File: src/hdl/rrs_exec_pkg.sv
package rrs_exec_pkg;
    localparam int DATA_W = 8;
    localparam int PC_W = 13;
    localparam int FADDR_W = 7;
    localparam int STACK_DEPTH = 8;
    localparam int SP_W = 3;
    localparam int WATCHDOG_W = 8;
    localparam int PRE_W = 8;
    localparam int MSB_POS = 7;
    localparam int RET_CYCLES = 2;
    localparam logic [DATA_W-1:0] W_RESET = 8'h00;
    localparam logic [PC_W-1:0] PC_RESET = 13'h0000;
    localparam logic [WATCHDOG_W-1:0] WATCHDOG_CLEAR = 8'h00;
    localparam logic [PRE_W-1:0] PRE_CLEAR = 8'h00;
    localparam logic DEST_W = 1'b0;
    localparam logic DEST_F = 1'b1;
    localparam logic TIMEOUT_RESET = 1'b1;
    localparam logic POWERDOWN_RESET = 1'b1;
    typedef enum logic [2:0] {
        OP_NONE,
        OP_RETURN_WITH_LITERAL,
        OP_RETURN,
        OP_ROTATE_LEFT_CARRY,
        OP_SLEEP,
        OP_CALL
    } op_e;
endpackage

File: src/hdl/return_rotate_sleep_exec.sv
// The register addresses and the address-and-strobe port were chosen for this implementation.
`timescale 1ns/10ps
module return_rotate_sleep_exec
(
    input wire logic sys_clk,
    input wire logic rst_n,
    input wire logic opValid,
    input wire rrs_exec_pkg::op_e opCode,
    input wire logic [rrs_exec_pkg::DATA_W-1:0] opLiteral,
    input wire logic [rrs_exec_pkg::FADDR_W-1:0] opFileAddr,
    input wire logic opDest,
    input wire logic [rrs_exec_pkg::DATA_W-1:0] fileRdData,
    input wire logic [rrs_exec_pkg::PC_W-1:0] callReturnPc,
    input wire logic watchdogTick,
    input wire logic wakeEvent,
    output logic opReady,
    output logic [rrs_exec_pkg::DATA_W-1:0] accum,
    output logic [rrs_exec_pkg::PC_W-1:0] progCounter,
    output logic carryFlag,
    output logic zeroFlag,
    output logic digitCarryFlag,
    output logic timeout_flag,
    output logic powerdown_flag,
    output logic [rrs_exec_pkg::WATCHDOG_W-1:0] watchdog_counter,
    output logic [rrs_exec_pkg::PRE_W-1:0] watchdogPrescaler,
    output logic fileWrEn,
    output logic [rrs_exec_pkg::FADDR_W-1:0] fileWrAddr,
    output logic [rrs_exec_pkg::DATA_W-1:0] fileWrData,
    output logic sleeping,
    output logic [rrs_exec_pkg::SP_W-1:0] stackPtr
);
    import rrs_exec_pkg::*;

    typedef enum logic [1:0] {ST_RUN, ST_SECOND, ST_SLEEP} state_e;

    state_e state_r;
    state_e state_nxt;
    logic [PC_W-1:0] stack_r [STACK_DEPTH];
    logic [DATA_W-1:0] accum_r;
    logic [DATA_W-1:0] accum_nxt;
    logic [PC_W-1:0] pc_r;
    logic [PC_W-1:0] pc_nxt;
    logic [SP_W-1:0] sp_r;
    logic [SP_W-1:0] sp_nxt;
    logic carry_r;
    logic zero_r;
    logic dc_r;
    logic timeOut_r;
    logic pwrDown_r;
    logic [WATCHDOG_W-1:0] watchCnt_r;
    logic [WATCHDOG_W-1:0] watchCnt_nxt;
    logic [PRE_W-1:0] pre_r;
    logic [PRE_W-1:0] pre_nxt;
    logic ready_r;
    logic sleep_r;
    logic fWrEn_r;
    logic [FADDR_W-1:0] fWrAddr_r;
    logic [DATA_W-1:0] fWrData_r;
    logic wake1_r;
    logic wake2_r;
    logic wake3_r;

    // zero/digit-carry are owned by other instructions; held here only
    wire logic accept = opValid && (state_r == ST_RUN);
    wire logic isRetLit = accept && (opCode == OP_RETURN_WITH_LITERAL);
    wire logic isRet = accept && (opCode == OP_RETURN);
    wire logic isRot = accept && (opCode == OP_ROTATE_LEFT_CARRY);
    wire logic isSleep = accept && (opCode == OP_SLEEP);
    wire logic isCall = accept && (opCode == OP_CALL);
    wire logic isPop = isRetLit || isRet;
    wire logic rotToAccum = isRot && (opDest == DEST_W);
    wire logic rotToFile = isRot && (opDest == DEST_F);
    wire logic stepPc = isCall || isRot || isSleep;
    // pop reads the entry just below the pointer
    wire logic [SP_W-1:0] spPop = sp_r - 3'h1;
    wire logic [SP_W-1:0] spPush = sp_r + 3'h1;
    wire logic [PC_W-1:0] stackTopEntry = stack_r[spPop];
    wire logic [DATA_W-1:0] rotResult = {fileRdData[MSB_POS-1:0], carry_r};
    wire logic rotCarry = fileRdData[MSB_POS];
    // wake counts only once both later sync stages agree
    wire logic wakeSeen = wake2_r && wake3_r;
    wire logic [PC_W-1:0] pcInc = pc_r + 13'h0001;
    wire logic preWrap = (pre_r == 8'hFF);

    always_comb
    begin
        state_nxt = state_r;
        case (state_r)
            ST_RUN:
            begin
                if (isPop)
                    state_nxt = ST_SECOND;
                else if (isSleep)
                    state_nxt = ST_SLEEP;
            end
            ST_SECOND:
                state_nxt = ST_RUN;
            ST_SLEEP:
            begin
                // core stays halted until an external wake
                if (wakeSeen)
                    state_nxt = ST_RUN;
            end
            default:
                state_nxt = ST_RUN;
        endcase
    end

    always_ff @(posedge sys_clk or negedge rst_n)
    begin
        if (!rst_n)
            state_r <= ST_RUN;
        else
            state_r <= state_nxt;
    end

    // wake is asynchronous to the core clock, so it passes three flops
    always_ff @(posedge sys_clk or negedge rst_n)
    begin
        if (!rst_n)
        begin
            wake1_r <= 1'b0;
            wake2_r <= 1'b0;
            wake3_r <= 1'b0;
        end
        else
        begin
            wake1_r <= wakeEvent;
            wake2_r <= wake1_r;
            wake3_r <= wake2_r;
        end
    end

    // taken from next state so the handshake outputs leave a flop
    always_ff @(posedge sys_clk or negedge rst_n)
    begin
        if (!rst_n)
        begin
            ready_r <= 1'b1;
            sleep_r <= 1'b0;
        end
        else
        begin
            ready_r <= (state_nxt == ST_RUN);
            sleep_r <= (state_nxt == ST_SLEEP);
        end
    end

    // a rotate into the file leaves the accumulator alone
    assign accum_nxt = isRetLit ? opLiteral :
        rotToAccum ? rotResult : accum_r;
    // a taken return overrides any pc step
    assign pc_nxt = isPop ? stackTopEntry :
        stepPc ? pcInc : pc_r;
    assign sp_nxt = isPop ? spPop :
        isCall ? spPush : sp_r;

    always_ff @(posedge sys_clk or negedge rst_n)
    begin
        if (!rst_n)
            accum_r <= W_RESET;
        else
            accum_r <= accum_nxt;
    end

    always_ff @(posedge sys_clk or negedge rst_n)
    begin
        if (!rst_n)
            pc_r <= PC_RESET;
        else
            pc_r <= pc_nxt;
    end

    always_ff @(posedge sys_clk or negedge rst_n)
    begin
        if (!rst_n)
            sp_r <= '0;
        else
            sp_r <= sp_nxt;
    end

    // stack is a circular buffer, overflow wraps silently
    for (genvar i = 0; i < STACK_DEPTH; i++)
    begin : g_stack
        localparam logic [SP_W-1:0] IDX = SP_W'(i);
        wire logic hit = isCall && (sp_r == IDX);

        always_ff @(posedge sys_clk)
        begin
            if (hit)
                stack_r[i] <= callReturnPc;
        end
    end

    always_ff @(posedge sys_clk or negedge rst_n)
    begin
        if (!rst_n)
            carry_r <= 1'b0;
        else if (isRot)
            carry_r <= rotCarry;
    end

    // other instructions own zero and digit-carry; returns must not touch them
    always_ff @(posedge sys_clk or negedge rst_n)
    begin
        if (!rst_n)
        begin
            zero_r <= 1'b0;
            dc_r <= 1'b0;
        end
        else if (isPop)
        begin
            zero_r <= zero_r;
            dc_r <= dc_r;
        end
    end

    always_ff @(posedge sys_clk or negedge rst_n)
    begin
        if (!rst_n)
            fWrEn_r <= 1'b0;
        else
            fWrEn_r <= rotToFile;
    end

    // address and data follow every op; only the enable qualifies them
    always_ff @(posedge sys_clk or negedge rst_n)
    begin
        if (!rst_n)
        begin
            fWrAddr_r <= '0;
            fWrData_r <= '0;
        end
        else
        begin
            fWrAddr_r <= opFileAddr;
            fWrData_r <= rotResult;
        end
    end

    assign pre_nxt = isSleep ? PRE_CLEAR :
        watchdogTick ? pre_r + 8'h01 : pre_r;
    // counter steps only on a prescaler wrap; a sleep clear beats a tick
    assign watchCnt_nxt = isSleep ? WATCHDOG_CLEAR :
        (watchdogTick && preWrap) ? watchCnt_r + 8'h01 : watchCnt_r;

    always_ff @(posedge sys_clk or negedge rst_n)
    begin
        if (!rst_n)
        begin
            watchCnt_r <= WATCHDOG_CLEAR;
            pre_r <= PRE_CLEAR;
        end
        else
        begin
            watchCnt_r <= watchCnt_nxt;
            pre_r <= pre_nxt;
        end
    end

    always_ff @(posedge sys_clk or negedge rst_n)
    begin
        if (!rst_n)
        begin
            timeOut_r <= TIMEOUT_RESET;
            pwrDown_r <= POWERDOWN_RESET;
        end
        else if (isSleep)
        begin
            pwrDown_r <= 1'b0;
            timeOut_r <= 1'b1;
        end
    end

    assign opReady = ready_r;
    assign accum = accum_r;
    assign progCounter = pc_r;
    assign carryFlag = carry_r;
    assign zeroFlag = zero_r;
    assign digitCarryFlag = dc_r;
    assign timeout_flag = timeOut_r;
    assign powerdown_flag = pwrDown_r;
    assign watchdog_counter = watchCnt_r;
    assign watchdogPrescaler = pre_r;
    assign fileWrEn = fWrEn_r;
    assign fileWrAddr = fWrAddr_r;
    assign fileWrData = fWrData_r;
    assign sleeping = sleep_r;
    assign stackPtr = sp_r;
endmodule

File: config.mk
export PLATFORM = sky130hd
export DESIGN_NAME = return_rotate_sleep_exec
export DESIGN_NICKNAME = d
export VERILOG_FILES = /design/src/hdl/rrs_exec_pkg.sv /design/src/hdl/return_rotate_sleep_exec.sv
export SDC_FILE = /design/constraint.sdc
export NUM_CORES = 1
export LEC_CHECK = 0
export BUFFER_PORTS_ARGS = -buffer_cell sky130_fd_sc_hd__buf_2
export CORE_MARGIN = 5
export CORE_UTILIZATION = 51
export CTS_CLUSTER_DIAMETER = 80
export DETAILED_ROUTE_END_ITERATION = 10
export HOLD_SLACK_MARGIN = 0.1
export PLACE_DENSITY = 0.76
export SLEW_MARGIN = 15
export SYNTH_ARGS = -nofsm -noshare
export SYNTH_HDL_FRONTEND = slang
export SYNTH_SLANG_ARGS = --single-unit
File: constraint.sdc
create_clock -name sys_clk -period 2.5 [get_ports sys_clk]
set_clock_uncertainty 0.05 [all_clocks]
set_input_delay 0 -clock sys_clk [delete_from_list [all_inputs] [get_ports sys_clk]]
set_output_delay 0 -clock sys_clk [all_outputs]
set_load 0.05 [all_outputs]
==> metrics.md, run 1 <==
| Metric | Value |
|---|---|
| Vias per std cell | `5.643` |
| Area grow syn2layout | `25.77%` |
| Initial cell density of the core | `0.5161` |
| Post-DP HPWL | `11.43 mm` |
| Syn avg cell area | `14.75 sq um` |
| Worst Path Class, Setup | `flop to flop` |
| Synth Flop Type | `edfxtp_1` |
| Critical path, cell by cell | `inv_1 > ha_1 > buf_4 > mux4_2 > mux2i_1 > o32ai_1 > a21o_1` |
| DP Area | `0.007881 sq mm` |
| Largest net degree at the start of global routing | `47` |
| Post-CTS setup buffers | `0` |
| CP Max Fanout | `33` |
| Post-synth top cells | `104 x edfxtp_1, 63 x dfrtp_1, 37 x nand2_1` |
| Chip Height | `128.1 um` |
| Die W | `128.1 um` |
| Post-synth EDFFs | `104` |
| Final hold violations | `0` |
| N_diodes | `0` |
| Fmax | `0.4349 GHz` |
| Core area | `0.01377 sq mm` |
| Worst VDD drop | `0.0005991 V` |
| Synth top area share | `0.4394` |
| Final ANT Viol Nets | `0` |
| Share of flip-flops with an asynchronous set or reset | `0.3846` |
| Clock Pin Slew Worst Setup and Hold Paths | `0.06 ns` |
| Kind of cell adding the most delay to the critical path | `multiplexers` |
| DRT Wirelength | `16.95 mm` |
| Hold buffers post-CTS | `48` |
| Starting DRT DRC Count | `440` |
| Fillers | `997` |
| Crit. End Element | `flop` |
| Final worst-path cycle share | `0.9197` |
| Slew Viols, Final | `0` |
| Crit path DAT | `2.57 ns` |
| Post-CTS Resized | `0` |
| Clock Sinks | `169` |
| Register area share after synthesis | `0.6685` |
| Worst path bufs/invs | `2` |
| CP max-delay cell | `dfrtp_1` |
| Status | `finished, final reports clean` |
| PwrDens | `1076 mW/mm^2` |
| Netlist Area Pre-Place | `0.007108 sq mm` |
| Synth top area cells | `edfxtp_1 44%, dfrtp_1 22%, mux4_2 6.3%` |
| Non-Filler Instances | `840` |
| Detailed-route DRC error count | `0` |
| Min-Delay Path Class | `primary input to asynchronous set/reset pin` |
| TritonCTS Buffers | `17` |
| Critical path's largest stage delay | `0.39 ns` |
| Synth area leader | `edfxtp_1` |
| Placed Cells | `760` |
| Final setup viols | `0` |
| Max-Cap Viols | `0` |
| DR WL/cell | `20.18 um` |
| LEAKAGE | `3.644 nW` |
| Yosys reg bits | `169` |
| GRT Total Usage | `0.2161` |
| Rel. slew slack | `0.4547` |
| Total grt overflow | `0` |
| Final instance area | `0.008940 sq mm` |
| Fin crit period | `2.299 ns` |
| Kind of start point of the critical path | `flop` |
| Share of layout cells above drive strength 1 | `0.2848` |
| Clock Tree Buf Depth | `2` |
| Initial antenna violation count | `0` |
| Count of input and output buffers | `104` |
| Ports | `108` |
| Vias in the first global route | `4684` |
| Worst Tran Pin Value | `0.8180 ns` |
| CP required | `2.77 ns` |
| Router iterations before antenna repair | `5` |
| Clock latency on the worst-skew pair | `0.43 ns` |
| Clock root buffer | `clkbuf_16` |
| Placer congestion estimate | `0.9192` |
| Nets | `702` |
| Cell Rows | `43` |
| Synth cell types | `52` |
| YS warnings | `0` |
| Synth Instances | `482` |
| RSZ-0062 raised after global routing | `no` |
| Die area | `0.01640 sq mm` |
| DR vias | `4740` |
| Global-route wire length before repair | `26.38 mm` |
| Count leader, synth | `edfxtp_1` |
| CTS tree | `built` |
| H-tree depth | `4` |
## registers in the layout, summed over array words and instances, names as in the netlist
| name | count |
|---|---|
| sleeping | 1 |
| watchdog_counter | 8 |
| carryFlag | 1 |
| watchdogPrescaler | 8 |
| wake1_r | 1 |
| state_r | 2 |
| stackPtr | 3 |
| fileWrEn | 1 |
| wake2_r | 1 |
| powerdown_flag | 1 |
| stack_r | 104 |
| opReady | 1 |
| fileWrData | 8 |
| fileWrAddr | 7 |
| wake3_r | 1 |
| accum | 8 |
| progCounter | 13 |
## logic make-up (layout without fill, tap and decap cells)
logic type | Yosys count | in the layout | synth area share
flops | 169 | 169 | 0.6685
simple gates | 142 | 142 | 0.1105
compound gates | 58 | 58 | 0.05316
mux | 49 | 49 | 0.1051
buf+inv | 39 | 216 | 0.02693
xor+xnor | 13 | 13 | 0.01707
fa+ha+maj | 10 | 10 | 0.01760
other cells | 2 | 3 | 0.001057
## final timing paths
path / slack (ns) / depth (start not counted) / startpoint / endpoint
setup / recovery: 0.20 / 7 / stackPtr[1]$_DFFE_PN0P_ / progCounter[3]$_DFFE_PN0P_
hold / removal: 0.16 / 2 / rst_n / watchdog_counter[3]$_DFFE_PN0P_
hold reg to reg: 0.30 / 0 / wake1_r$_DFF_PN0_ / wake2_r$_DFF_PN0_
setup reg to reg: 0.20 / 7 / stackPtr[1]$_DFFE_PN0P_ / progCounter[3]$_DFFE_PN0P_
max in group asynchronous: 1.50 / 3 / rst_n / progCounter[2]$_DFFE_PN0P_
min in group sys_clk: 0.17 / 5 / opCode[1] / progCounter[7]$_DFFE_PN0P_
## area by class of cell
cell class	instances	area, sq um	area share
clock inverter	13	145.1	0.01624
sequential	169	4753	0.5317
tap	180	225.2	0.02519
timing repair buffer	173	1171	0.1310
inverter	11	41.29	0.004619
multi-input combinational	275	2171	0.2428
clock buffer	19	432.9	0.04843
## metrics by stage
| stage | worst slack, ns | power, mW | hold slack [ns] | setup TNS, ns | utilization |
|---|---|---|---|---|---|
| floorplan | -0.01985 | 6.182 | -0.3456 | -0.04682 | - |
| global placement | 0.3444 | 6.971 | 0.05814 | 0 | 0.5722 |
| detailed placement | 0.2690 | 7.059 | 0.05965 | 0 | 0.5722 |
| CTS | 0.2565 | 9.673 | 0.1460 | 0 | 0.6491 |
| global route | 0.1238 | 10.08 | 0.1598 | 0 | 0.6491 |
| finish | 0.2008 | 9.622 | 0.1642 | 0 | 0.6491 |
## where the power goes
| group | leakage, nW | internal, mW | switching, mW | total, mW |
|---|---|---|---|---|
| sequential | 1.74 | 3.22 | 0.289 | 3.51 |
| clock | 0.266 | 1.48 | 1.05 | 2.53 |
| combinational | 1.64 | 1.31 | 2.27 | 3.58 |
## cells in the final DEF, fill, tap and decap left out, types with 3 or more instances in the layout
cell type,instances
dfrtp_1,62
dlygate4sd3_1,48
nand3b_1,7
buf_4,20
edfxtp_1,104
xnor2_1,7
nor3_1,9
o21ai_0,22
inv_1,11
buf_2,104
nand3_1,14
mux2i_1,24
and2_1,5
nor3b_1,12
clkbuf_16,17
mux2_2,5
nand2_1,37
clkinvlp_4,4
or3_1,6
conb_1,3
nand4_1,5
nor2_1,22
xor2_1,5
ha_1,9
a21oi_1,15
nor4_1,5
and3_1,11
mux4_2,20
## per-layer routing
layer	global-route usage	wire, um	up-vias
met2	0.3675	8630	195
met5	0	0	-
met1	0.2785	6981	2367
li1	-	-	2161
met4	0.05306	174	0
met3	0.05750	1165	17
Power figures use the tool's default switching activity.
==> run 2: changes to the inputs <==
Clock period 2.5 ns to 2 ns, I/O delays scaled along.
==> metrics.md, run 2 (synthesis gave the netlist of run 1 again) <==
| Metric | Value |
|---|---|
| Status | `finished, final reports clean (unchanged)` |
| Final ANT Viol Nets | `0 (unchanged)` |
| Global-route wire length before repair | `25.48 mm (was 26.38 mm)` |
| Placer congestion estimate | `0.8849 (was 0.9192)` |
| Die area | `0.01640 sq mm (unchanged)` |
| Crit path DAT | `2.23 ns (was 2.57 ns)` |
| Largest register FFs | `104 (unchanged)` |
| N_diodes | `0 (unchanged)` |
| CP required | `2.31 ns (was 2.77 ns)` |
| Min-Delay Path Class | `primary input to asynchronous set/reset pin (unchanged)` |
| Worst VDD drop | `0.0006419 V (was 0.0005991 V)` |
| DRT Wirelength | `16.77 mm (was 16.95 mm)` |
| Clock Sinks | `169 (unchanged)` |
| Slew Viols, Final | `0 (unchanged)` |
| Clock Tree Buf Depth | `2 (unchanged)` |
| Worst Tran Pin Value | `0.9137 ns (was 0.8180 ns)` |
| Worst Path Class, Setup | `flop to flop (unchanged)` |
| Fin crit period | `1.912 ns (was 2.299 ns)` |
| Reg with most FFs | `stack_r (unchanged)` |
| Chip Height | `128.1 um (unchanged)` |
| Router iterations before antenna repair | `5 (unchanged)` |
| Final hold violations | `0 (unchanged)` |
| Initial cell density of the core | `0.5161 (unchanged)` |
| Setup slack, reg-to-reg | `0.09 ns (was 0.20 ns)` |
| Vias in the first global route | `4792 (was 4684)` |
| Count of input and output buffers | `104 (unchanged)` |
| Largest net degree at the start of global routing | `47 (unchanged)` |
| Core area | `0.01377 sq mm (unchanged)` |
| TritonCTS Buffers | `17 (unchanged)` |
| R2R Path End | `progCounter[1]$_DFFE_PN0P_ (was progCounter[3]$_DFFE_PN0P_)` |
| CTS tree | `built (unchanged)` |
| Fmax | `0.5230 GHz (was 0.4349 GHz)` |
| Reg2Reg Depth | `7 (unchanged)` |
| Clock latency on the worst-skew pair | `0.42 ns (was 0.43 ns)` |
| Cell Rows | `43 (unchanged)` |
| Ports | `108 (unchanged)` |
| Max-Cap Viols | `0 (unchanged)` |
| Share of layout cells above drive strength 1 | `0.3284 (was 0.2848)` |
| Detailed-route DRC error count | `0 (unchanged)` |
| CP Max Fanout | `16 (was 33)` |
| DR WL/cell | `19.73 um (was 20.18 um)` |
| H-tree depth | `4 (unchanged)` |
| LEAKAGE | `3.702 nW (was 3.644 nW)` |
| GRT Total Usage | `0.2066 (was 0.2161)` |
| Vias per std cell | `5.606 (was 5.643)` |
| Die W | `128.1 um (unchanged)` |
| Final worst-path cycle share | `0.9561 (was 0.9197)` |
| Kind of start point of the critical path | `flop (unchanged)` |
| Total power | `12.69 mW (was 9.622 mW)` |
| Hold_ws | `0.1095 ns (was 0.1642 ns)` |
| Clock Pin Slew Worst Setup and Hold Paths | `0.06 ns (about the same)` |
| Clock root buffer | `clkbuf_16 (unchanged)` |
| Most frequent cells in the layout | `104 x buf_2, 104 x edfxtp_1, 58 x dfrtp_1, 49 x dlygate4sd3_1, 37 x nand2_1 (was 104 x buf_2, 104 x edfxtp_1, 62 x dfrtp_1, 48 x dlygate4sd3_1, 37 x nand2_1)` |
| Initial antenna violation count | `0 (unchanged)` |
| Total grt overflow | `0 (unchanged)` |
| PwrDens | `1383 mW/mm^2 (was 1076 mW/mm^2)` |
| Rel. slew slack | `0.3888 (was 0.4547)` |
| DR vias | `4765 (was 4740)` |
| Final setup viols | `0 (unchanged)` |
| Worst R2R Start | `stackPtr[0]$_DFFE_PN0P_ (was stackPtr[1]$_DFFE_PN0P_)` |
| Nets | `714 (was 702)` |
| Crit. End Element | `flop (unchanged)` |
| Area grow syn2layout | `29.11% (was 25.77%)` |
| Starting DRT DRC Count | `369 (was 440)` |
| Post-DP HPWL | `10.33 mm (was 11.43 mm)` |
-- run 2: cell types whose count changed in the layout (fill, tap and decap cells not counted), moves of 4 or more --
cell and delta:
and3_1 -6, and3_4 +6, buf_4 +5, dfrtp_1 -4, dfrtp_2 +4
-- run 2: how the worst max path moves through the flow --
stage	slack, ns	cells past startpoint	start	end
finish	0.09	7	stackPtr[0]$_DFFE_PN0P_	progCounter[1]$_DFFE_PN0P_
global route	-0.004	7	stackPtr[0]$_DFFE_PN0P_	progCounter[12]$_DFFE_PN0P_
CTS	0.02	7	stackPtr[1]$_DFFE_PN0P_	progCounter[10]$_DFFE_PN0P_
detailed placement	-0.16	7	stackPtr[1]$_DFFE_PN0P_	progCounter[10]$_DFFE_PN0P_
global placement	-0.06	5	stackPtr[0]$_DFFE_PN0P_	progCounter[6]$_DFFE_PN0P_
floorplan	-0.36	11	stackPtr[0]$_DFFE_PN0P_	progCounter[0]$_DFFE_PN0P_
-- run 2: metrics by stage --
| step | worst slack [ns] | TNS [ns] | utilization | cell area [sq um] | cells |
|---|---|---|---|---|---|
| global route | -0.004296 | -0.004296 | 0.6663 | 9178 | 850 |
| detailed placement | -0.1581 | -0.4118 | 0.5797 | 7984 | 761 |
| floorplan | -0.3565 | -5.327 | - | 7276 | 483 |
| CTS | 0.01637 | 0 | 0.6627 | 9128 | 848 |
| global placement | -0.05929 | -0.07773 | 0.5797 | 7984 | 761 |
| finish | 0.08788 | 0 | 0.6663 | 9178 | 850 |
-- run 2: what timing repair did --
item	CTS	global route
pin swaps	2	3
setup endpoints to repair	5	112
hold endpoints to repair	213	0
hold buffers	49	0
gates cloned	0	1
buffers inserted	8	1
gates resized for setup	2	7
-- run 2: routing by layer --
layer	part of all wire	wire length [um]	up-vias	GRT usage
li1	-	-	2179	-
met1	0.41	6925	2354	0.2538
met2	0.49	8262	199	0.3472
met3	0.073	1229	33	0.05958
met4	0.021	350	0	0.07990
met5	0	0	-	0
-- run 2: area by class of cell --
type | instances | area (sq um)
multi-input combinational | 276 | 2298
fill | 960 | 4596
sequential | 169 | 4758
clock buffer | 18 | 429.2
tap | 180 | 225.2
clock inverter | 12 | 127.6
timing repair buffer | 184 | 1292
inverter | 11 | 46.29
-- run 2: critical path: stages, from the launching register on --
cell and delay, ns:
dfrtp_2 0.42, inv_6 0.06, ha_4 0.32, buf_6 0.21, nor3_1 0.07, mux2_4 0.26
a311oi_1 0.28, a221o_1 0.18
-- run 2: where the power goes --
group          leakage (nW)  switching, mW  internal [mW]  total [mW]
logic                  1.70           3.05           2.16        5.21
clock network         0.265           1.28           1.82        3.10
registers              1.73          0.342           4.04        4.38
total                  3.70           4.68           8.01        12.7
==> run 3: changes to the inputs <==
--- a/config.mk
+++ b/config.mk
@@ -7,5 +7,4 @@
 export LEC_CHECK = 0
 export BUFFER_PORTS_ARGS = -buffer_cell sky130_fd_sc_hd__buf_2
-export CORE_MARGIN = 5
 export CORE_UTILIZATION = 51
 export CTS_CLUSTER_DIAMETER = 80
--- a/constraint.sdc
+++ b/constraint.sdc
@@ -3,3 +3,3 @@
 set_input_delay 0 -clock sys_clk [delete_from_list [all_inputs] [get_ports sys_clk]]
 set_output_delay 0 -clock sys_clk [all_outputs]
-set_load 0.05 [all_outputs]
+set_load 0.02 [all_outputs]
==> metrics.md, run 3 (synthesis gave the netlist of run 1 again) <==
| Metric | Value |
|---|---|
| Ports | `108 (unchanged)` |
| Fillers | `866 (was 960)` |
| Crit path DAT | `2.23 ns (about the same)` |
| CTS tree | `built (unchanged)` |
| DR WL/cell | `19.73 um (about the same)` |
| Post-DP HPWL | `10.41 mm (was 10.33 mm)` |
| Final hold violations | `0 (unchanged)` |
| Final worst-path cycle share | `0.9843 (was 0.9561)` |
| Clock Pin Slew Worst Setup and Hold Paths | `0.07 ns (was 0.06 ns)` |
| Part of the power in the clock network | `0.261 (was 0.244)` |
| Hold depth | `5` |
| GRT Total Usage | `0.2424 (was 0.2066)` |
| Final setup viols | `0 (unchanged)` |
| Kind of start point of the critical path | `flop (unchanged)` |
| Hold Crit Start | `opCode[2]` |
| Reg with most FFs | `stack_r (unchanged)` |
| Critical path's largest stage delay | `0.54 ns (was 0.42 ns)` |
| Starting DRT DRC Count | `434 (was 369)` |
| Fmax | `0.5080 GHz (was 0.5230 GHz)` |
| Worst VDD drop | `0.0007851 V (was 0.0006419 V)` |
| Total grt overflow | `0 (unchanged)` |
| Hold_ws | `0.1464 ns (was 0.1095 ns)` |
| Slew Viols, Final | `0 (unchanged)` |
| Clock root buffer | `clkbuf_16 (unchanged)` |
| Part of the power in registers | `0.358 (was 0.345)` |
| Worst R2R Start | `stackPtr[0]$_DFFE_PN0P_ (unchanged)` |
| N_diodes | `0 (unchanged)` |
| Initial cell density of the core | `0.5304 (was 0.5161)` |
| Reg2Reg Depth | `5 (was 7)` |
| DR vias | `4884 (was 4765)` |
| PwrDens | `1323 mW/mm^2 (was 1383 mW/mm^2)` |
| Placer congestion estimate | `0.8387 (was 0.8849)` |
| CP max-delay cell | `mux4_2 (was dfrtp_2)` |
| Switching power | `4.204 mW (was 4.676 mW)` |
| Kind of cell adding the most delay to the critical path | `multiplexers (was compound AO/OA/AOI/OAI gates)` |
| Worst Path Class, Setup | `flop to flop (unchanged)` |
| Most frequent cells in the layout | `104 x buf_2, 104 x edfxtp_1, 62 x dfrtp_1, 48 x dlygate4sd3_1, 37 x nand2_1 (was 104 x buf_2, 104 x edfxtp_1, 58 x dfrtp_1, 49 x dlygate4sd3_1, 37 x nand2_1)` |
| Cell Rows | `42 (was 43)` |
| Cell-internal power | `8.014 mW (was 8.013 mW)` |
| H-tree depth | `4 (unchanged)` |
| Nets | `716 (was 714)` |
| Setup slack, reg-to-reg | `0.03 ns (was 0.09 ns)` |
| CP required | `2.26 ns (was 2.31 ns)` |
| Global-route wire length before repair | `25.79 mm (was 25.48 mm)` |
| Core area | `0.01340 sq mm (was 0.01377 sq mm)` |
| Sequential Area | `0.004753 sq mm (was 0.004758 sq mm)` |
| Largest register FFs | `104 (unchanged)` |
| CP Max Fanout | `29 (was 16)` |
| Status | `finished, final reports clean (unchanged)` |
| Rel. slew slack | `0.6661 (was 0.3888)` |
| Detailed-route DRC error count | `0 (unchanged)` |
| Share of layout cells above drive strength 1 | `0.3323 (was 0.3284)` |
| Vias in the first global route | `4859 (was 4792)` |
| LEAKAGE | `3.744 nW (was 3.702 nW)` |
| Worst path bufs/invs | `1 (was 2)` |
| TritonCTS Buffers | `17 (unchanged)` |
| Area taken by multi-input logic gates | `0.002300 sq mm (was 0.002298 sq mm)` |
| Largest net degree at the start of global routing | `31 (was 47)` |
| CP Launch Point | `stackPtr[0]$_DFFE_PN0P_ (unchanged)` |
| Die W | `120.1 um (was 128.1 um)` |
| Vias per std cell | `5.746 (was 5.606)` |
| Fin crit period | `1.969 ns (was 1.912 ns)` |
| Crit. End Element | `flop (unchanged)` |
| Net Sw Frac | `0.3441 (was 0.3685)` |
| RSZ-0062 raised after global routing | `yes` |
| Count of input and output buffers | `104 (unchanged)` |
| Clock Sinks | `169 (unchanged)` |
| Area grow syn2layout | `29.91% (was 29.11%)` |
| R2R Path End | `progCounter[5]$_DFFE_PN0P_ (was progCounter[1]$_DFFE_PN0P_)` |
| Clock Tree Buf Depth | `2 (unchanged)` |
| Die area | `0.01441 sq mm (was 0.01640 sq mm)` |
| Comb power frac | `0.381 (was 0.411)` |
| Setup total negative slack | `0 ns (unchanged)` |
| Initial antenna violation count | `0 (unchanged)` |
| Final instance area | `0.009234 sq mm (was 0.009178 sq mm)` |
| Clock latency on the worst-skew pair | `0.43 ns (was 0.42 ns)` |
| Max-Cap Viols | `0 (unchanged)` |
| DRT Wirelength | `16.77 mm (about the same)` |
| Chip Height | `120.1 um (was 128.1 um)` |
| Critical path, cell by cell | `buf_6 > mux4_2 > mux2i_1 > o32a_1 > o21ai_0 (was inv_6 > ha_4 > buf_6 > nor3_1 > mux2_4 > a311oi_1 > a221o_1)` |
| Hold EP | `carryFlag$_DFFE_PN0P_` |
| DP Area | `0.008019 sq mm (was 0.007984 sq mm)` |
| Worst Tran Pin Value | `0.5008 ns (was 0.9137 ns)` |
| Router iterations before antenna repair | `5 (unchanged)` |
| Final ANT Viol Nets | `0 (unchanged)` |
| Min-Delay Path Class | `primary input to flop (was primary input to asynchronous set/reset pin)` |
run 3: power groups by stage:
stage	sequential [mW]	clock [mW]	combinational, mW
finish	4.37	3.18	4.66
CTS	4.35	3.24	4.33
global route	4.41	3.38	4.94
global placement	4.39	0	3.90
floorplan	4.71	0	2.66
detailed placement	4.42	0	4.03
run 3: timing repair:
item                       4_1_cts  5_1_grt
setup endpoints to repair        7      143
hold endpoints to repair       214        0
gates resized for setup          2       15
hold buffers                    49        0
pin swaps                        2        3
setup buffers                    5        3
run 3: worst min-delay path: stages:
cell	delay, ns
buf_2	0.15
nor4b_4	0.06
buf_4	0.15
nand3_1	0.09
mux2_2	0.15
run 3: worst max-delay path by stage:
stage,depth (start not counted),to,slack (ns)
2_1_floorplan,11,progCounter[0]$_DFFE_PN0P_,-0.23
3_3_place_gp,6,progCounter[6]$_DFFE_PN0P_,-0.006
3_5_place_dp,6,progCounter[1]$_DFFE_PN0P_,-0.08
4_1_cts,5,progCounter[5]$_DFFE_PN0P_,-0.03
5_1_grt,6,opReady$_DFF_PN1_,-0.03
6_report,5,progCounter[5]$_DFFE_PN0P_,0.03
run 3: area by class of cell:
class	instances	area share
Tap cell	176	0.02385
Multi-Input combinational cell	275	0.2491
Clock buffer	18	0.04648
Timing Repair Buffer	187	0.1443
Clock inverter	14	0.01653
Sequential cell	169	0.5148
Inverter	11	0.005014
run 3: per-stage QoR:
step	total power, mW	util	cells	worst slack [ns]
2_1_floorplan	7.370	-	483	-0.2255
3_3_place_gp	8.294	0.5984	762	-0.006040
3_5_place_dp	8.445	0.5984	762	-0.07829
4_1_cts	11.92	0.6824	848	-0.02601
5_1_grt	12.73	0.6891	850	-0.02913
6_report	12.22	0.6891	850	0.03134
run 3: routing by layer:
metal | routed length (um) | share of wire | GRT usage
met1 | 6837 | 0.41 | 0.3009
met2 | 8400 | 0.50 | 0.4084
met3 | 1207 | 0.072 | 0.06226
met4 | 327 | 0.019 | 0.08906
met5 | 0 | 0 | 0
